### config.mk
export PLATFORM = sky130hd
export DESIGN_NAME = eptb_core
export DESIGN_NICKNAME = d
export VERILOG_FILES = /design/src/design/eptb_pkg.sv /design/src/design/eptb_core.sv
export SDC_FILE = /design/constraint.sdc
export NUM_CORES = 1
export LEC_CHECK = 0
export BUFFER_PORTS_ARGS = -buffer_cell sky130_fd_sc_hd__buf_4
export CAP_MARGIN = 20
export CORE_MARGIN = 2
export CORE_UTILIZATION = 30
export CTS_CLUSTER_DIAMETER = 30
export DETAILED_ROUTE_END_ITERATION = 6
export PLACE_DENSITY_LB_ADDON = 0.1
export SLEW_MARGIN = 20
export SYNTH_ARGS = -nofsm -noshare
export SYNTH_HDL_FRONTEND = slang
export SYNTH_SLANG_ARGS = --single-unit
### constraint.sdc
create_clock -name clk -period 2.9 [get_ports clk]
set_clock_uncertainty 0.05 [all_clocks]
set_input_delay 0 -clock clk [delete_from_list [all_inputs] [get_ports clk]]
set_output_delay 0 -clock clk [all_outputs]
set_load 0.005 [all_outputs]
### src/design/eptb_pkg.sv
/*
  Package for the array protection and timebase configuration block: register map,
  field positions, reset and factory values, modes, sequencer states and bus carriers.
  Assumes a 16-bit register address space reached over AXI4-Lite with 32-bit data.
*/
`default_nettype none
package eptb_pkg;
  // Register byte addresses; each register takes one aligned word.
  localparam logic [15:0] NV_CFG_ADDR  = 16'hfe1c;
  localparam logic [15:0] ACR_ADDR     = 16'hfe20;
  localparam logic [15:0] DIVH_ADDR    = 16'hfe24;
  localparam logic [15:0] DIVL_ADDR    = 16'hfe28;
  localparam logic [15:0] NV_DIVH_ADDR = 16'hfe2c;
  localparam logic [15:0] NV_DIVL_ADDR = 16'hfe30;
  localparam logic [15:0] STAT_ADDR    = 16'hfe34;
  // Register selector codes returned by the address decoder.
  localparam logic [2:0] SEL_NONE  = 3'h0;
  localparam logic [2:0] SEL_NVCFG = 3'h1;
  localparam logic [2:0] SEL_ACR   = 3'h2;
  localparam logic [2:0] SEL_DIVH  = 3'h3;
  localparam logic [2:0] SEL_DIVL  = 3'h4;
  localparam logic [2:0] SEL_NVDH  = 3'h5;
  localparam logic [2:0] SEL_NVDL  = 3'h6;
  localparam logic [2:0] SEL_STAT  = 3'h7;
  // Array address ranges.
  localparam logic [15:0] ARRAY_LO = 16'h0800;
  localparam logic [15:0] ARRAY_HI = 16'h09ff;
  localparam logic [15:0] SEC_LO   = 16'h08f0;
  localparam logic [15:0] SEC_HI   = 16'h08ff;
  // Field positions.
  localparam int BLK_MSB  = 8;
  localparam int BLK_LSB  = 7;
  localparam int UNU_MSB  = 7;
  localparam int UNU_LSB  = 5;
  localparam int SEC_BIT  = 4;
  localparam int SECD_BIT = 7;
  localparam logic [7:0] DIVH_WMASK = 8'h87;
  // Reset and factory values.
  localparam logic [7:0] FACTORY_CFG = 8'hf0;
  localparam logic [7:0] NV_BLANK    = 8'hff;
  localparam logic [7:0] ACR_RST     = 8'h0f;
  localparam logic [7:0] DIV_RST     = 8'h00;
  localparam logic [3:0] BP_NONE     = 4'h0;
  // Number of timebase ticks one program or erase pass takes.
  localparam logic [7:0] PE_SEQ_TICKS = 8'h08;
  localparam logic [1:0] RESP_OKAY   = 2'h0;
  localparam logic [1:0] RESP_SLVERR = 2'h2;

  typedef enum logic [1:0] {
    PE_BYTE_PGM    = 2'h0,
    PE_BYTE_ERASE  = 2'h1,
    PE_BLOCK_ERASE = 2'h2,
    PE_BULK_ERASE  = 2'h3
  } eptb_mode_t;

  typedef enum logic [1:0] {
    SEQ_IDLE = 2'h0,
    SEQ_RUN  = 2'h1,
    SEQ_SUSP = 2'h3
  } eptb_seq_t;

  typedef struct packed {
    logic        awvalid;
    logic [15:0] awaddr;
    logic        wvalid;
    logic [31:0] wdata;
    logic [3:0]  wstrb;
    logic        bready;
    logic        arvalid;
    logic [15:0] araddr;
    logic        rready;
  } eptb_axi_req_t;

  typedef struct packed {
    logic        awready;
    logic        wready;
    logic        bvalid;
    logic [1:0]  bresp;
    logic        arready;
    logic        rvalid;
    logic [31:0] rdata;
    logic [1:0]  rresp;
  } eptb_axi_rsp_t;
endpackage
`default_nettype wire

### src/design/eptb_core.sv
/*
  Protection, security and timebase configuration for a 512-byte non-volatile array,
  with the non-volatile configuration copies and their program/erase sequencer.
  Assumes an AXI4-Lite master on clk, a free-running reference clock pin, and the
  latch, program-enable and stop levels driven by logic on clk.
*/
// Behaviour
// - Configuration bits 7:5 are plain read/write storage with no effect.
// - Security bit low means security on, high means off.
// - Security can be switched on by software but never back off.
// - A set block protect bit forbids all program and erase there.
// - Protect bits 0..3 cover 128-byte ranges from 0800 up to 09FF.
// - Unsecured, unprotected blocks allow byte program, byte and block erase; bulk erase needs no block protected.
// - Secured: only byte program and erase; 08F0..08FF fully locked.
// - Every reset copies the non-volatile configuration byte into the shadow.
// - The non-volatile configuration byte uses the normal byte program/erase sequence.
// - An 11-bit divisor in high and low registers sets the timebase.
// - Reset loads both divisor registers from their non-volatile copies.
// - Divider lock bit low freezes divisor registers and their non-volatile copies.
// - Divisor always readable, writable only with latch low and lock disabled.
// - Non-volatile divisor copies use the normal byte program/erase sequence.
// - A cleared non-volatile lock bit reloads as zero on each reset.
// - Wait mode leaves a running sequence untouched.
// - Stop with latch and program-enable set suspends, removes voltage, then restarts the pass from its first tick.
// - Stop with latch or program-enable cleared aborts the sequence at once.
// - Stop mode drives the array to minimum power.
// - Latch captures array writes and holds while a sequence runs.
`timescale 1ns/10ps
`default_nettype none
module eptb_core (
  input  wire logic                   clk,
  input  wire logic                   rst_b,
  input  wire logic                   por_b,
  input  wire eptb_pkg::eptb_axi_req_t axiReq,
  output var  eptb_pkg::eptb_axi_rsp_t axiRsp,
  input  wire logic                   crystalRefClock,
  input  wire logic                   busLatchCtl,
  input  wire logic                   hvProgramEnable,
  input  wire logic                   stopMode,
  input  wire logic                   peStrobe,
  input  wire logic [15:0]            peAddr,
  input  wire logic [7:0]             peData,
  input  wire eptb_pkg::eptb_mode_t    peMode,
  output logic                        timebaseTick,
  output logic                        hvOn,
  output logic                        arrayReady,
  output logic                        arrayPowerDown,
  output logic                        peAllowed
);
  import eptb_pkg::*;

  // Decodes a bus address into a register selector.
  function automatic logic [2:0] regSel(input logic [15:0] a);
    if (a[15:2] == NV_CFG_ADDR[15:2])
      regSel = SEL_NVCFG;
    else if (a[15:2] == ACR_ADDR[15:2])
      regSel = SEL_ACR;
    else if (a[15:2] == DIVH_ADDR[15:2])
      regSel = SEL_DIVH;
    else if (a[15:2] == DIVL_ADDR[15:2])
      regSel = SEL_DIVL;
    else if (a[15:2] == NV_DIVH_ADDR[15:2])
      regSel = SEL_NVDH;
    else if (a[15:2] == NV_DIVL_ADDR[15:2])
      regSel = SEL_NVDL;
    else if (a[15:2] == STAT_ADDR[15:2])
      regSel = SEL_STAT;
    else
      regSel = SEL_NONE;
  endfunction

  // Decides whether a program or erase of the given target may run.
  function automatic logic allowFn(input logic [15:0] a, input eptb_mode_t m,
                                   input logic [7:0] cfg, input logic secd);
    logic byteOp;
    logic secWin;
    byteOp = (m == PE_BYTE_PGM) || (m == PE_BYTE_ERASE);
    secWin = (a >= SEC_LO) && (a <= SEC_HI);
    if ((a >= ARRAY_LO) && (a <= ARRAY_HI))
    begin
      if (m == PE_BULK_ERASE)
        allowFn = (cfg[3:0] == BP_NONE) && cfg[SEC_BIT];
      else if (cfg[a[BLK_MSB:BLK_LSB]])
        allowFn = 1'b0;
      else if (!cfg[SEC_BIT])
        allowFn = byteOp && !secWin;
      else
        allowFn = 1'b1;
    end
    else if (a == NV_CFG_ADDR)
      allowFn = byteOp;
    else if ((a == NV_DIVH_ADDR) || (a == NV_DIVL_ADDR))
      allowFn = byteOp && secd;
    else
      allowFn = 1'b0;
  endfunction

  logic [7:0]  acr_reg;
  logic [7:0]  divH_reg;
  logic [7:0]  divL_reg;
  logic [7:0]  nvCfg_reg;
  logic [7:0]  nvDivH_reg;
  logic [7:0]  nvDivL_reg;
  logic        loadPend_reg;
  logic        awHeld_reg;
  logic        wHeld_reg;
  logic [15:0] awAddr_reg;
  logic [7:0]  wData_reg;
  logic        wStrb0_reg;
  logic        ref1_reg;
  logic        ref2_reg;
  logic        ref3_reg;
  logic        refLvl_reg;
  logic [10:0] divCnt_reg;
  eptb_seq_t   state_reg;
  eptb_seq_t   state_next;
  logic [7:0]  seqTicks_reg;
  logic        pgmPrev_reg;
  logic        capValid_reg;
  logic [15:0] capAddr_reg;
  logic [7:0]  capData_reg;
  eptb_mode_t  capMode_reg;

  // Bus handshake decoding.
  wire         doWrite   = awHeld_reg && wHeld_reg && !axiRsp.bvalid;
  wire [2:0]   wrSel     = regSel(awAddr_reg);
  wire         wrEn      = doWrite && wStrb0_reg && !loadPend_reg;
  wire         awTake    = axiReq.awvalid && axiRsp.awready;
  wire         wTake     = axiReq.wvalid && axiRsp.wready;
  wire         arTake    = axiReq.arvalid && axiRsp.arready;
  wire         awHeld_next = !doWrite && (awHeld_reg || awTake);
  wire         wHeld_next  = !doWrite && (wHeld_reg || wTake);
  wire         bvalid_next = doWrite || (axiRsp.bvalid && !axiReq.bready);
  wire         rvalid_next = arTake || (axiRsp.rvalid && !axiReq.rready);
  wire [2:0]   rdSel     = regSel(axiReq.araddr);

  // The latch is held while a sequence runs, so a late clear cannot drop it.
  wire         latchEff  = busLatchCtl || (state_reg != SEQ_IDLE);
  wire         divWrOk   = !latchEff && divH_reg[SECD_BIT];
  wire [10:0]  divisor   = {divH_reg[2:0], divL_reg};

  // Read data selection; divisor bits read at any time.
  logic [7:0] rdVal;
  always_comb
  begin
    if (rdSel == SEL_NVCFG)
      rdVal = nvCfg_reg;
    else if (rdSel == SEL_ACR)
      rdVal = acr_reg;
    else if (rdSel == SEL_DIVH)
      rdVal = divH_reg;
    else if (rdSel == SEL_DIVL)
      rdVal = divL_reg;
    else if (rdSel == SEL_NVDH)
      rdVal = nvDivH_reg;
    else if (rdSel == SEL_NVDL)
      rdVal = nvDivL_reg;
    else if (rdSel == SEL_STAT)
      rdVal = {3'h0, peAllowed, capValid_reg, hvOn, state_reg};
    else
      rdVal = 8'h00;
  end

  // AXI4-Lite slave: address and data are taken in either order.
  always_ff @(posedge clk or negedge rst_b)
  begin
    if (!rst_b)
    begin
      awHeld_reg     <= 1'b0;
      wHeld_reg      <= 1'b0;
      awAddr_reg     <= 16'h0000;
      wData_reg      <= 8'h00;
      wStrb0_reg     <= 1'b0;
      axiRsp         <= '0;
    end
    else
    begin
      awHeld_reg     <= awHeld_next;
      wHeld_reg      <= wHeld_next;
      if (awTake)
        awAddr_reg   <= axiReq.awaddr;
      if (wTake)
      begin
        wData_reg    <= axiReq.wdata[7:0];
        wStrb0_reg   <= axiReq.wstrb[0];
      end
      axiRsp.awready <= !awHeld_next;
      axiRsp.wready  <= !wHeld_next;
      axiRsp.bvalid  <= bvalid_next;
      if (doWrite)
        axiRsp.bresp <= (wrSel == SEL_NONE) ? RESP_SLVERR : RESP_OKAY;
      axiRsp.arready <= !rvalid_next;
      axiRsp.rvalid  <= rvalid_next;
      if (arTake)
      begin
        axiRsp.rdata <= {24'h000000, rdVal};
        axiRsp.rresp <= (rdSel == SEL_NONE) ? RESP_SLVERR : RESP_OKAY;
      end
    end
  end

  // Shadow registers: one load cycle after reset, then software writes.
  // The load is clocked because an async reset may only take constants.
  always_ff @(posedge clk or negedge rst_b)
  begin
    if (!rst_b)
    begin
      loadPend_reg <= 1'b1;
      acr_reg      <= ACR_RST;
      divH_reg     <= DIV_RST;
      divL_reg     <= DIV_RST;
    end
    else if (loadPend_reg)
    begin
      loadPend_reg <= 1'b0;
      acr_reg      <= nvCfg_reg;
      divH_reg     <= nvDivH_reg & DIVH_WMASK;
      divL_reg     <= nvDivL_reg;
    end
    else if (wrEn)
    begin
      if (wrSel == SEL_ACR)
      begin
        acr_reg[UNU_MSB:UNU_LSB] <= wData_reg[UNU_MSB:UNU_LSB];
        acr_reg[SEC_BIT] <= acr_reg[SEC_BIT] && wData_reg[SEC_BIT];
      end
      if ((wrSel == SEL_DIVH) && divWrOk)
        divH_reg <= wData_reg & DIVH_WMASK;
      if ((wrSel == SEL_DIVL) && divWrOk)
        divL_reg <= wData_reg;
    end
  end

  // Reference clock pin: three stages, a level counts once stages two and three agree.
  always_ff @(posedge clk or negedge rst_b)
  begin
    if (!rst_b)
    begin
      ref1_reg   <= 1'b0;
      ref2_reg   <= 1'b0;
      ref3_reg   <= 1'b0;
      refLvl_reg <= 1'b0;
    end
    else
    begin
      ref1_reg <= crystalRefClock;
      ref2_reg <= ref1_reg;
      ref3_reg <= ref2_reg;
      if (ref2_reg == ref3_reg)
        refLvl_reg <= ref3_reg;
    end
  end

  wire refEdge  = (ref2_reg == ref3_reg) && ref3_reg && !refLvl_reg;
  // A count already past a freshly lowered divisor wraps at the next edge instead of running round.
  wire divWrap  = refEdge && (divisor != 11'h000) && (divCnt_reg >= divisor - 11'h001);

  // Timebase divider; a zero divisor stops the tick rather than ticking every edge.
  always_ff @(posedge clk or negedge rst_b)
  begin
    if (!rst_b)
    begin
      divCnt_reg   <= 11'h000;
      timebaseTick <= 1'b0;
    end
    else
    begin
      timebaseTick <= divWrap;
      if (divWrap || (refEdge && (divisor == 11'h000)))
        divCnt_reg <= 11'h000;
      else if (refEdge)
        divCnt_reg <= divCnt_reg + 11'h001;
    end
  end

  wire allowNow = allowFn(capAddr_reg, capMode_reg, acr_reg, divH_reg[SECD_BIT]);
  wire seqStart = (state_reg == SEQ_IDLE) && busLatchCtl && hvProgramEnable && !pgmPrev_reg
                  && capValid_reg && allowNow && !stopMode && !loadPend_reg;
  wire bothSet  = busLatchCtl && hvProgramEnable;
  wire seqDone  = (state_reg == SEQ_RUN) && !stopMode && hvProgramEnable && timebaseTick
                  && (seqTicks_reg == PE_SEQ_TICKS - 8'h01);
  wire capInArr = (capAddr_reg >= ARRAY_LO) && (capAddr_reg <= ARRAY_HI);

  // Sequencer next state; wait mode has no input here and so cannot disturb it.
  always_comb
  begin
    state_next = state_reg;
    case (state_reg)
      SEQ_IDLE:
        if (seqStart)
          state_next = SEQ_RUN;
      SEQ_RUN:
        if (stopMode && bothSet)
          state_next = SEQ_SUSP;
        else if (stopMode)
          state_next = SEQ_IDLE;
        else if (!hvProgramEnable || seqDone)
          state_next = SEQ_IDLE;
      SEQ_SUSP:
        if (!stopMode)
          state_next = SEQ_RUN;
      default:
        state_next = SEQ_IDLE;
    endcase
  end

  // Sequencer registers and the address capture that the latch enables.
  always_ff @(posedge clk or negedge rst_b)
  begin
    if (!rst_b)
    begin
      state_reg      <= SEQ_IDLE;
      seqTicks_reg   <= 8'h00;
      pgmPrev_reg    <= 1'b0;
      capValid_reg   <= 1'b0;
      capAddr_reg    <= 16'h0000;
      capData_reg    <= 8'h00;
      capMode_reg    <= PE_BYTE_PGM;
      hvOn           <= 1'b0;
      arrayReady     <= 1'b1;
      arrayPowerDown <= 1'b0;
      peAllowed      <= 1'b0;
    end
    else
    begin
      state_reg      <= state_next;
      pgmPrev_reg    <= hvProgramEnable;
      hvOn           <= (state_next == SEQ_RUN);
      arrayReady     <= (state_next == SEQ_IDLE);
      arrayPowerDown <= stopMode;
      peAllowed      <= capValid_reg && allowNow;
      if (state_next != SEQ_RUN)
        seqTicks_reg <= 8'h00;
      else if (timebaseTick)
        seqTicks_reg <= seqTicks_reg + 8'h01;
      // The last captured write wins; the capture is frozen while a sequence runs.
      if ((state_reg == SEQ_IDLE) && busLatchCtl && peStrobe)
      begin
        capValid_reg <= 1'b1;
        capAddr_reg  <= peAddr;
        capData_reg  <= peData;
        capMode_reg  <= peMode;
      end
      else if ((state_reg == SEQ_IDLE) && !busLatchCtl)
        capValid_reg <= 1'b0;
    end
  end

  // Non-volatile copies keep their value across system reset; only power-on resets them.
  always_ff @(posedge clk or negedge por_b)
  begin
    if (!por_b)
    begin
      nvCfg_reg  <= FACTORY_CFG;
      nvDivH_reg <= NV_BLANK;
      nvDivL_reg <= NV_BLANK;
    end
    else if (seqDone)
    begin
      if (capAddr_reg == NV_CFG_ADDR)
        nvCfg_reg <= (capMode_reg == PE_BYTE_PGM) ? (nvCfg_reg & capData_reg) : NV_BLANK;
      if (capAddr_reg == NV_DIVH_ADDR)
        nvDivH_reg <= (capMode_reg == PE_BYTE_PGM) ? (nvDivH_reg & capData_reg) : NV_BLANK;
      if (capAddr_reg == NV_DIVL_ADDR)
        nvDivL_reg <= (capMode_reg == PE_BYTE_PGM) ? (nvDivL_reg & capData_reg) : NV_BLANK;
    end
  end
endmodule
`default_nettype wire

# ---- Word level (Yosys, flattened, before mapping)
# Cells that the tools add are included.
dict set report classes {
  n_reduce_logical 87
  n_addsub 3
  n_eq_ne 35
  order_cmp 6
  n_mux 55
  bitwise_logic 3
}
# op count
set op_table {}
lappend op_table {{$eq 14x14->1 const B} 14}
lappend op_table {{$mux 8} 17}
lappend op_table {{$eq 16x16->1 const B} 3}
lappend op_table {{$mux 3} 14}
lappend op_table {{$logic_and 1x1->1} 41}
lappend op_table {{$ge 16x12->1 const B} 2}
lappend op_table {{$le 16x12->1 const B} 2}
lappend op_table {{$and 8x8->8} 3}
lappend op_table {{$mux 11} 2}
lappend op_table {{$reduce_bool 2->1} 8}
lappend op_table {{$eq 3x3->1 const B} 5}
lappend op_table {{$logic_not 1->1} 15}
lappend op_table {{$mux 2} 7}
lappend op_table {{$eq 3x2->1 const B} 4}
lappend op_table {{$mux 4} 3}
lappend op_table {{$reduce_and 2->1} 6}
lappend op_table {{$add 11x1->11 const B} 1}
lappend op_table {{$ge 11x11->1} 1}
lappend op_table {{$logic_not 11->1} 1}
lappend op_table {{$reduce_bool 11->1} 1}
lappend op_table {{$sub 11x1->11 const B} 1}
lappend op_table {{$logic_or 1x1->1} 9}
lappend op_table {{$mux 1} 9}
lappend op_table {{$add 8x1->8 const B} 1}
lappend op_table {{other kinds (13)} 19}
dict set report word_totals {
  ff_bits 151
  input_bits 107
  output_inout_bits 46
}

# ---- Depth between registers and ports, before layout
# Gate-level depths: netlist of run 1.
dict set report depth {
  depth_word 16
  depth_mapped 13
  ltp_nobuf 13
}

# ---- Worst setup path after synthesis of run 1
# No wires, ideal clock.
dict set report synth_timing {
  kind {reg-to-reg}
  startpoint {reg divL_reg[0]}
  endpoint {reg divCnt_reg[5]}
  period_less_slack_ps 3059
  slack_ps -159
  t_arrival_ps 2882
  path_stages_with_launch 14
  path_cell_list {dfrtp_1 inv_1 ha_1 nand3_1 or3_1 nor4_4 nor2_1 ha_1 a21oi_1 o211ai_1 nand2_1 a21oi_1 nor3_2 a311o_1}
}
dict set report synth_between {
  elab_chain_len 5
  word_cells_on_any_way 10
  cone_classes {add/sub (1); order compare (1); mux (1); reduce/logical (7)}
}
# element line
set synth_rtl {}
lappend synth_rtl {{from (decl)} eptb_core.sv:100} ;# logic [7:0] divL_reg;
lappend synth_rtl {{from (signal assigned)} eptb_core.sv:218} ;# divL_reg <= nvDivL_reg;
lappend synth_rtl {{from (signal assigned)} eptb_core.sv:230} ;# divL_reg <= wData_reg;
lappend synth_rtl {{$sub 11x1->11 / $reduce_bool 11->1 (equally long branches)} eptb_core.sv:256} ;# wire divWrap = refEdge && (divisor != 11'h000) && (divCnt_reg >= divisor - 11'h001);
lappend synth_rtl {{$ge 11x11->1 / $logic_and 1x1->1 (equally long branches)} eptb_core.sv:256}
lappend synth_rtl {{$logic_and 1x1->1} eptb_core.sv:256}
lappend synth_rtl {{$logic_or 1x1->1 (*)} eptb_core.sv:269} ;# if (divWrap || (refEdge && (divisor == 11'h000)))
lappend synth_rtl {{$mux 11 / $reduce_bool 2->1 (equally long branches)} -}
lappend synth_rtl {{to (signal assigned)} eptb_core.sv:272} ;# divCnt_reg <= divCnt_reg + 11'h001;
lappend synth_rtl {{to (decl)} eptb_core.sv:114} ;# logic [10:0] divCnt_reg;
# Every way passes the cells marked *; elsewhere a longest branch is shown, timed or not.
# A chain may end at the register's enable or synchronous reset.

# ---- Final worst setup path of run 1
dict set report layout_timing {
  startpoint {reg divL_reg[0]}
  endpoint {reg divCnt_reg[3]}
}
# Same word-level chain as after synthesis.

==> results of run 1 <==
==> how the worst min path moves through the flow <==
stage,cells after the start,start,slack [ns],to
finish,4,axiReq[4],0.02,axiRsp[1]$_DFFE_PN0P_
global route,3,busLatchCtl,0.03,state_reg[1]$_DFF_PN0_
CTS,4,axiReq[4],0.0007,axiRsp[1]$_DFFE_PN0P_
detailed placement,1,por_b,-0.14,nvCfg_reg[3]$_DFFE_PN0P_
global placement,1,por_b,-0.14,nvCfg_reg[3]$_DFFE_PN0P_
floorplan,0,rst_b,-0.35,acr_reg[4]$_DFFE_PN0P_
==> kinds of logic after synthesis <==
group | count (synthesis) | synth area share (%)
AOI/OAI and AO/OA | 124 | 11.4
xor gates and xnor gates | 19 | 2.37
adders and majority gates | 15 | 2.67
buffers and inverters | 69 | 5.29
DFF | 143 | 51.4
muxes | 75 | 11.8
other | 1 | 0.0534
and+or+nand+nor | 198 | 15.0
==> power by group through the flow <==
stage	combinational, uW	sequential (uW)	clock [uW]
detailed placement	733	2570	0
finish	791	2530	2030
global route	880	2580	2190
global placement	710	2570	0
CTS	806	2540	2100
floorplan	494	2470	0
==> stage by stage <==
step / instances / TNS (ns) / hold WS, ns
after CTS: 1144 / 0 / 0.000692
after global routing: 1147 / -0.367 / 0.0338
final: 1147 / 0 / 0.0182
after detailed placement: 1045 / -0.329 / -0.140
after floorplan: 670 / -0.0150 / -0.346
after global placement: 1045 / 0 / -0.142
==> critical path: cells and delay by family, from the launching register on <==
family	cells	cell delay, ns
and+or+nand+nor	5	0.97
AOI/OAI and AO/OA	5	0.75
DFF	1	0.38
adders and majority gates	2	0.37
buffers and inverters	2	0.25
==> routing by layer <==
layer / vias to the layer above / share of wire, % / global-route usage (%) / wire length, um
li1: 2648 / - / - / -
met1: 2730 / 45 / 20.5 / 8480
met2: 122 / 49 / 26.4 / 9290
met3: 17 / 4.2 / 3.52 / 784
met4: 0 / 1.4 / 4.85 / 260
met5: - / 0 / 0 / 0
==> cells in the mapped netlist (all sizes together), types with 4 or more instances <==
master,instances
a21oi,14
ha,15
and3,6
nor2b,5
clkbuf,20
mux2i,21
buf,30
nor4,8
nand3b,6
xnor2,12
nand4,11
nor3,23
nand2b,5
nand2,64
xor2,7
inv,19
nor2,25
dfstp,26
a22oi,4
nand3,18
o22ai,8
nor3b,4
dfrtp,117
o21ai,60
mux2,53
a22o,9
or3,4
nor4b,5
o21a,4
==> layout make-up <==
cell class / instances / area [sq um]
clock inverter: 13 / 104
tap: 313 / 392
sequential: 143 / 3610
inverter: 19 / 71.3
multi-input combinational: 458 / 3230
clock buffer: 19 / 443
timing repair buffer: 182 / 1540
fill: 2199 / 13400
==> what timing repair did <==
action	in CTS	in global routing
setup endpoints to repair	9	11
resized for setup	5	9
setup buffers	3	3
endpoints found under the hold margin	146	0
pin swaps	3	3
hold buffers	64	0
==> impl_results.md, run 1 <==
* Outcome: complete, no violations
* Post-Syn Area at 7020 sq um
* Reg clk slew, reported paths at 0.06 ns
* H-tree depth at 4
* I/O Pins at 153
* Drt pass-1 iters at 4
* Worst r2r path cells at 14
* Clock insertion delay at the later pin of the skew report at 0.43 ns
* Arrival @ worst endpoint at 3.15 ns
* Fmax at 351 MHz
* Total Wirelength at 18.8 mm
* Commonest non-fill, non-tap cell in the layout: dfrtp_1
* Top-area cell type share of the netlist area at 41.7%
* Unique masters post-synth at 66
* #FFs+latches synth at 143
* Sw frac at 27.3%
* First-pass GRT wire length at 30.0 mm
* Maxcap violations at 0
* Number of I/O port buffers at 95
* Async S/R FF share, synth at 100%
* Slowest stage delay, CP at 0.38 ns
* Root Driver: clkbuf_16
* Max reg flops at 16
* Sequential share of power at 47.3%
* Hold WC Path Type: input port to flop
* Syn Inst Count at 644
* Post-Place Worst Slack at -0.0822 ns
* DP Area at 8090 sq um
* Data required, critical path at 3.21 ns
* Worst IR Drop VDD at 321 uV
* Core Rows at 55
* Fin. Hold Viols at 0
* Leak at 0.00427 uW
* Clock share of power at 37.9%
* Fin crit share at 98.2%
* Reg2reg start: divL_reg[0]$_DFFE_PN0P_
* YS warnings at 0
* Slowest CP cell: dfrtp_1
* Die area at 24600 sq um
* Total grt overflow at 0
* Largest net degree at the start of global routing at 63
* Area Growth Syn to Fin at 33.7%
* Net count reported at finish at 943
* Crit-path max FO at 5
* Cell mode on critical path: ha_4
* Reg-to-reg endpoint: divCnt_reg[3]$_DFFE_PN0P_
* Final setup vio count at 0
* Final worst setup slack at 0.0526 ns
* Power consumption at 5350 uW
* Post-synth EDFFs at 0
* CP startpoint: divL_reg[0]$_DFFE_PN0P_
* Most frequent cells in the layout: 117 x dfrtp_1, 116 x buf_4, 64 x nand2_1, 64 x dlygate4sd3_1, 58 x o21ai_0
* Post-route cell area at 9390 sq um
* DRC at 0
* Clock Tree Buf Depth at 2
* Worst R2R Setup Slack at 0.05 ns
* Initial DRC count at 253
* CP endpoint kind: flop
* Fin util at 41.2%
* Die W at 157 um
* Crit path to: divCnt_reg[3]$_DFFE_PN0P_
* Worst slew pin tran at 0.926 ns
* Vias in the first global route at 5570
* Pwr Density at 570 nW/um^2
* Ant diodes at 0
* Clk sinks at 143
* RSZ-0062 raised after global routing: yes
* Kind of critical path: flop to flop
* CTS Buf Count at 17
* Startpoint Class: flop
* Final GP Congestion at 0.803
* Synth Area per Inst at 10.9 sq um
* TritonCTS clock tree: done
* DP HPWL at 13.8 mm
* Max-slew violation count at 0
* Initial Utilization at 30.8%
* Max_slew headroom at 38.2%
* Layout cell share with drive strength beyond 1 at 30.1%
* Total track usage at 15.8%
* Ranking of synthesized cells by area: dfrtp_1 42%, dfstp_2 9.7%, mux2_2 8.5%
* Combinational Power Share at 14.8%
* Post-synth top flop: dfrtp_1
* Mean routed wirelength per cell at 16.4 um
* Sequential share of the synthesized area at 51.4%
* Initial antenna violation count at 0
* P_int at 3890 uW
* Min Tclk post-route at 2.85 ns
* Switch Pwr at 1460 uW
* Core Box Area at 22800 sq um
* Via density at 4.81
* Sequence of cells on the critical path: inv_2 -> ha_4 -> nand3_2 -> or3_4 -> o31a_1 -> nor2_2 -> ha_4 -> a21oi_2 -> o211ai_1 -> nand2_1 -> a21oi_4 -> buf_4 -> nor4_2 -> a221o_1
* Die Ht at 157 um
* Via count at 5517
* Post-synth top area cell: dfrtp_1
* Antenna Violating Nets Remaining at 0
No activity file was read; power rests on OpenSTA's default activity.
==> run 2: changes to the inputs <==
--- a/config.mk
+++ b/config.mk
@@ -5,6 +5,7 @@
 export SDC_FILE = /design/constraint.sdc
 export NUM_CORES = 1
 export LEC_CHECK = 0
+export ABC_AREA = 1
 export BUFFER_PORTS_ARGS = -buffer_cell sky130_fd_sc_hd__buf_4
 export CAP_MARGIN = 20
 export CORE_MARGIN = 2
==> run 2 against run 1 <==
  * Wire length increased by 6.0%
  * Hold slack improved by 0.010 ns
  * Sequential share of layout area decreased by 1.9 points
  * Cell count increased by 25%
  * Global-route usage decreased by 0.15 points
  * Critical path type unchanged
==> impl_results.md, run 2 <==
* Mux cell area share after synthesis at 0.133% (-12 points)
* Area of the multi-input gates at 3410 sq um (+5.8%)
* Pwr Density at 674 nW/um^2 (+18%)
* Vias in the first global route at 6158 (+11%)
* Top Usage Layer GRT: met2
* Worst IR Drop VDD at 306 uV (-4.6%)
* Clock Tree Buf Depth at 2 (unchanged)
* Worst path buffer plus inverter count at 1 (-1)
* Post-synth EDFFs at 0 (unchanged)
* Data required, critical path at 3.20 ns (about the same)
* Core Rows at 58 (+5.5%)
* Die W at 163 um (+3.5%)
* Initial Utilization at 30.2% (-0.62 points)
* Commonest non-fill, non-tap cell in the layout: nand2_1
* Combinational family with the most area after synthesis: simple AND/OR/NAND/NOR gates
* H-tree depth at 4 (unchanged)
* Die Ht at 163 um (+3.5%)
* Reg2reg start: divL_reg[0]$_DFFE_PN0P_
* Fin crit share at 93.2% (-5.0 points)
* Arrival @ worst endpoint at 3.01 ns (-0.14 ns)
* Kind of critical path: flop to flop
* Ant diodes at 0 (unchanged)
* Post-synth top area cell: dfrtp_1
* Max_slew headroom at 51.7% (+13 points)
* Most frequent cells in the layout: 264 x nand2_1, 117 x dfrtp_1, 103 x buf_4
* YS warnings at 0 (unchanged)
* CP endpoint kind: flop
* Slowest stage delay, CP at 0.41 ns (+0.03 ns)
* DP HPWL at 14.5 mm (+5.3%)
* Leak at 0.00470 uW (+10%)
* Hold_ws at 0.0287 ns (+0.0104 ns)
* Final worst setup slack at 0.198 ns (+0.145 ns)
* CTS Buf Count at 17 (unchanged)
* Synth Area in XOR/XNOR at 2.44% (+0.069 points)
* Initial antenna violation count at 0 (unchanged)
* Crit-path max FO at 5 (unchanged)
* I/O Pins at 153 (unchanged)
* Area Growth Syn to Fin at 31.0%
* Clk sinks at 143 (unchanged)
* DRC at 0 (unchanged)
* Worst slew pin tran at 0.719 ns (-0.207 ns)
* Synth cell count leaders: 265 x nand2_1, 117 x dfrtp_1, 94 x inv_1
* Grt met2 use at 24.2% (-2.2 points)
* Fillcell total at 2640 (+20%)
* Max reg flops at 16 (unchanged)
* Outcome: complete, no violations
* Hold WC Path Type: input port to flop
* Cell mode on critical path: nor2_4
* Drt pass-1 iters at 4 (unchanged)
* Core Box Area at 25000 sq um (+9.6%)
* Post-Place Worst Slack at 0.124 ns (+0.206 ns)
* M3 GR Usage at 2.78% (-0.75 points)
* Root Driver: clkbuf_16
* Critical path's top delay family: simple AND/OR/NAND/NOR gates
* Unique masters post-synth at 44 (-33%)
* Flip-flop and latch area at 3610 sq um (unchanged)
* Final GP Congestion at 0.788 (-1.9%)
* Clock insertion delay at the later pin of the skew report at 0.43 ns (about the same)
* Antenna Violating Nets Remaining at 0 (unchanged)
* Layout cell share with drive strength beyond 1 at 19.5% (-11 points)
* Mean routed wirelength per cell at 13.9 um (-15%)
* Startpoint Class: flop
* Slowest CP cell: dfrtp_1
* #FFs+latches synth at 143 (unchanged)
* Post-Syn Area at 7540 sq um (+7.4%)
* Number of I/O port buffers at 95 (unchanged)
* Largest net degree at the start of global routing at 73 (+16%)
* Power consumption at 6660 uW (+24%)
* Most frequent cell after synthesis: nand2_1
* Async S/R FF share, synth at 100% (unchanged)
* Synth Area per Inst at 8.13 sq um (-25%)
* Area share of and/or/nand/nor cells after synthesis at 27.0% (+12 points)
* Net count reported at finish at 1213 (+29%)
* TritonCTS clock tree: done
* Ranking of synthesized cells by area: dfrtp_1 39%, nand2_1 13%, dfstp_2 9.1%
* Via density at 4.49 (-6.6%)
* Fmax at 370 MHz (+5.4%)
* Fin util at 39.6% (-1.6 points)
* Via count at 6440 (+17%)
* Post-synth top flop: dfrtp_1
* Fin. Hold Viols at 0 (unchanged)
* Post-Synth Adder-Cell Area at 2.49% (-0.18 points)
* Syn Inst Count at 928 (+44%)
* HP Start: axiReq[17]
* Min Tclk post-route at 2.70 ns (-0.145 ns)
* Total grt overflow at 0 (unchanged)
* GRT met1 Usage at 22.2% (+1.7 points)
* Maxcap violations at 0 (unchanged)
* Total track usage at 15.7% (-0.15 points)
* First-pass GRT wire length at 32.2 mm (+7.6%)
* Total Wirelength at 19.9 mm (+6.0%)
* CP startpoint: divL_reg[0]$_DFFE_PN0P_
* Initial DRC count at 275 (+8.7%)
* Synth Area in Compound Gates at 11.1% (-0.25 points)
* Final setup vio count at 0 (unchanged)
* Max-slew violation count at 0 (unchanged)
* Top-area cell type share of the netlist area at 38.8% (-2.9 points)
* Reg clk slew, reported paths at 0.06 ns (about the same)
* Sequential share of the synthesized area at 47.9% (-3.5 points)
* Sequence of cells on the critical path: inv_2 -> ha_4 -> nand3_2 -> nor3_4 -> nand3b_1 -> xor2_1 -> ha_1 -> a21oi_1 -> o21a_1 -> nand2_1 -> a31oi_2 -> nand2_2 -> nor2_4 -> nor2_4 -> nor2_1
* Die area at 26400 sq um (+7.2%)
## run 2: cell count changes after synthesis, sizes merged, moves of 22 or more
cell / change
nor2: +53
o21ai: +22
mux2: -53
inv: +76
nand2: +210
a21oi: +23
nand3: +33
## run 2: metrics by stage
stage	instances	cell area [sq um]	TNS (ns)
2_1_floorplan	954	7640	0
3_3_place_gp	1341	8550	0
3_5_place_dp	1341	8550	0
4_1_cts	1431	9810	0
5_1_grt	1433	9880	-0.00634
6_report	1433	9880	0
## run 2: path summary, 6_finish.rpt
check / slack [ns] / endpoint / cells after the start
setup reg to reg: 0.20 / divCnt_reg[10]$_DFFE_PN0P_ / 15
min in group asynchronous: 0.06 / ref3_reg$_DFF_PN0_ / 2
hold / removal: 0.03 / axiRsp[8]$_DFFE_PN0P_ / 4
hold reg to reg: 0.29 / ref2_reg$_DFF_PN0_ / 0
setup / recovery: 0.20 / divCnt_reg[10]$_DFFE_PN0P_ / 15
max in group asynchronous: 1.86 / nvCfg_reg[1]$_DFFE_PN0P_ / 3
## run 2: cell type report
| cell class | count | share of cell area (%) |
|---|---|---|
| repair buffers | 164 | 14.2 |
| inverters | 99 | 3.76 |
| clock buffers | 21 | 4.66 |
| flip-flops and latches | 143 | 36.6 |
| multi-input cells | 666 | 34.5 |
| clock inverters | 10 | 2.10 |
| well taps | 330 | 4.18 |
## run 2: kinds of logic after synthesis
| logic type | count (synthesis) |
|---|---|
| multiplexers | 1 |
| other | 1 |
| AO/OA/AOI/OAI | 147 |
| flip-flops | 143 |
| AND/OR/NAND/NOR | 454 |
| adder cells (fa/ha/maj) | 15 |
| XOR/XNOR | 21 |
| buffers and inverters | 146 |
## run 2: worst reg2reg max path, delay by kind of cell, from the launching register on
| kind | cells | cell delay, ns |
|---|---|---|
| flops | 1 | 0.41 |
| compound gates | 3 | 0.46 |
| simple gates | 8 | 0.98 |
| xor+xnor | 1 | 0.16 |
| buf+inv | 1 | 0.11 |
| fa+ha+maj | 2 | 0.47 |
## run 2: power by group
group	leakage, uW	internal (uW)	switching [uW]
clock	0.000328	1660	885
combinational	0.00261	627	869
sequential	0.00176	2350	262
## run 2: timing repair
action | 4_1_cts | 5_1_grt
endpoints found under the hold margin | 132 | 0
resized for setup | 0 | 12
buffers inserted | 0 | 1
endpoints found under the setup margin | 0 | 9
hold buffers | 59 | 0
## run 2: routing by layer
layer  part of all wire [%]  up-vias
li1                       -     3290
met1                     50     3014
met2                     44      117
met3                    4.1       19
met4                    1.7        0
met5                      0        -
==> run 3: changes to the inputs <==
--- a/config.mk
+++ b/config.mk
@@ -10,7 +10,9 @@
 export CAP_MARGIN = 20
 export CORE_MARGIN = 2
 export CORE_UTILIZATION = 30
+export CTS_BUF_LIST = sky130_fd_sc_hd__clkbuf_2
 export CTS_CLUSTER_DIAMETER = 30
+export CTS_CLUSTER_SIZE = 14
 export DETAILED_ROUTE_END_ITERATION = 6
 export PLACE_DENSITY_LB_ADDON = 0.1
 export SLEW_MARGIN = 20
==> run 3 against run 2 <==
  * Die area unchanged
  * Combinational power increased by 27%
  * Register-to-register slack improved by 0.02 ns
  * Critical path depth increased by 1
  * Count of clock-buffer cells in the layout decreased by 2
  * Largest cell class unchanged
  * Largest power group unchanged
==> impl_results.md, run 3 (same netlist as run 2, synthesis figures left out) <==
* Via count at 7006 (+8.8%)
* Initial antenna violation count at 1 (+1)
* Worst R2R Setup Slack at 0.22 ns (+0.02 ns)
* Mean routed wirelength per cell at 13.4 um (-3.7%)
* DP HPWL at 14.5 mm (unchanged)
* Largest net degree at the start of global routing at 73 (unchanged)
* Core Rows at 58 (unchanged)
* Via density at 4.42 (-1.7%)
* Total track usage at 16.9% (+1.2 points)
* Die W at 163 um (unchanged)
* CTS Buf Count at 17 (unchanged)
* Max-slew violation count at 0 (unchanged)
* Kind of critical path: flop to flop
* Hold WC Path Type: input port to flop
* Clock Tree Buf Depth at 2 (unchanged)
* Fin. Hold Viols at 0 (unchanged)
* Arrival @ worst endpoint at 3.25 ns (+0.24 ns)
* Core Box Area at 25000 sq um (unchanged)
* Area Growth Syn to Fin at 46.6%
* Fmax at 373 MHz (+0.81%)
* Hold EP: axiRsp[40]$_DFF_PN0_
* Data required, critical path at 3.47 ns (+0.27 ns)
* Worst IR Drop VDD at 264 uV (-14%)
* Commonest non-fill, non-tap cell in the layout: nand2_1
* Initial Utilization at 30.2% (unchanged)
* Worst slew pin tran at 0.657 ns (-0.0616 ns)
* Antenna Violating Nets Remaining at 0 (unchanged)
* Crit-path max FO at 4 (-1)
* Cell mode on critical path: nand2_1
* Number of I/O port buffers at 95 (unchanged)
* Total grt overflow at 0 (unchanged)
* Power consumption at 6020 uW (-9.5%)
* Maxcap violations at 0 (unchanged)
* Net count reported at finish at 1364 (+12%)
* First-pass GRT wire length at 35.2 mm (+9.2%)
* TritonCTS clock tree: done
* Max reg flops at 16 (unchanged)
* Worst Hold Depth at 4 (unchanged)
* Pwr Density at 545 nW/um^2 (-19%)
* Clk sinks at 143 (unchanged)
* DRC at 0 (unchanged)
* H-tree depth at 4 (unchanged)
* Most frequent cells in the layout: 264 x nand2_1, 207 x dlygate4sd3_1, 117 x dfrtp_1
* Startpoint Class: flop
* Reg2reg start: divL_reg[1]$_DFFE_PN0P_
* Outcome: complete, no violations
* Initial DRC count at 300 (+9.1%)
* Layout cell share with drive strength beyond 1 at 17.5% (-2.0 points)
* Total Wirelength at 21.3 mm (+6.6%)
* Die Ht at 163 um (unchanged)
* RSZ-0062 raised after global routing: no
* Reg clk slew, reported paths at 0.24 ns (+0.18 ns)
* Reg-to-reg endpoint: divCnt_reg[6]$_DFFE_PN0P_
* Final GP Congestion at 0.788 (unchanged)
* TNS Setup at 0 ns (unchanged)
* Die area at 26400 sq um (unchanged)
* Final setup vio count at 0 (unchanged)
* CP endpoint kind: flop
* Vias in the first global route at 6973 (+13%)
* Max_slew headroom at 56.0% (+4.4 points)
* Leak at 0.00514 uW (+9.5%)
* Fin crit share at 92.4% (-0.75 points)
* Drt pass-1 iters at 5 (+1)
* Slowest stage delay, CP at 0.45 ns (+0.04 ns)
* Clock insertion delay at the later pin of the skew report at 0.70 ns (+0.27 ns)
* Slowest CP cell: dfrtp_1
* Min Tclk post-route at 2.68 ns (-0.0217 ns)
* Sequence of cells on the critical path: nor2_1 -> nand2_1 -> or3_1 -> nor3_2 -> nand3_1 -> xor2_1 -> ha_1 -> nand2_1 -> nor2_1 -> nand2_1 -> nand2_1 -> a31oi_2 -> nand2_2 -> nor2_4 -> nor2_2 -> nor2_1
* I/O Pins at 153 (unchanged)
* Worst r2r path cells at 16 (+1)
* Root Driver: clkbuf_2
* HP Start: axiReq[72]
* Fin util at 44.3% (+4.7 points)
==> run 3: changes by cell type in the layout (fill, tap and decap cells not counted), sizes merged <==
cell / before / now
inv: 96 / 95
diode: 0 / 2
clkbuf: 21 / 19
dlygate4sd3: 59 / 207
buf: 105 / 108
clkinvlp: 0 / 1
clkinv: 7 / 9
==> run 3: layout make-up <==
type                    count  area (sq um)
clock buffers              19          95.1
multi-input cells         666          3410
well taps                 330           413
inverters                  99           375
fillers                  2596         13900
diodes                      2          5.00
clock inverters            12           215
repair buffers            315          2930
flip-flops and latches    143          3610
==> run 3: worst max path at each step <==
stage	from	endpoint	slack, ns	depth (start not counted)
after floorplan	divL_reg[2]$_DFFE_PN0P_	divCnt_reg[10]$_DFFE_PN0P_	0.32	15
after global placement	divL_reg[0]$_DFFE_PN0P_	divCnt_reg[10]$_DFFE_PN0P_	0.18	15
after detailed placement	divL_reg[0]$_DFFE_PN0P_	divCnt_reg[10]$_DFFE_PN0P_	0.12	15
after CTS	axiReq[5]	axiRsp[7]$_DFFE_PN0P_	0.06	14
after global routing	divL_reg[1]$_DFFE_PN0P_	divCnt_reg[7]$_DFFE_PN0P_	0.009	16
final	divL_reg[1]$_DFFE_PN0P_	divCnt_reg[6]$_DFFE_PN0P_	0.22	16
==> run 3: layer usage <==
metal  GRT usage, %  vias up  share of wire [%]
li1               -     3583                  -
met1           23.2     3299                 49
met2           27.7      116                 47
met3           3.18        8                3.4
met4           3.62        0               0.66
met5              0        -                  0
==> run 3: critical path, delay by kind of cell (launching register included) <==
family          cells  cell delay (ns)
flops               1             0.45
xor+xnor            1             0.15
compound gates      1             0.05
fa+ha+maj           1             0.30
simple gates       13             1.60
==> run 3: timing repair <==
| action | CTS | global route |
|---|---|---|
| hold buffers | 210 | 0 |
| endpoints found under the setup margin | 0 | 16 |
| endpoints found under the hold margin | 250 | 0 |
| resized for setup | 0 | 12 |
| buffers inserted | 0 | 2 |
==> run 3: power by group <==
part	switching, uW	leakage (uW)	internal (uW)	total [uW]
logic	945	0.00320	955	1900
registers	262	0.00176	2350	2610
clock network	774	0.000183	737	1510
==> run 3: per-stage QoR <==
stage / cell area (sq um) / setup WS, ns / cells / hold slack (ns)
floorplan: 7640 / 0.315 / 954 / -0.346
global placement: 8550 / 0.177 / 1341 / -0.118
detailed placement: 8550 / 0.124 / 1341 / -0.116
CTS: 11000 / 0.0575 / 1582 / 0.000309
global route: 11100 / 0.00919 / 1586 / 0.0398
finish: 11100 / 0.219 / 1586 / 0.0557
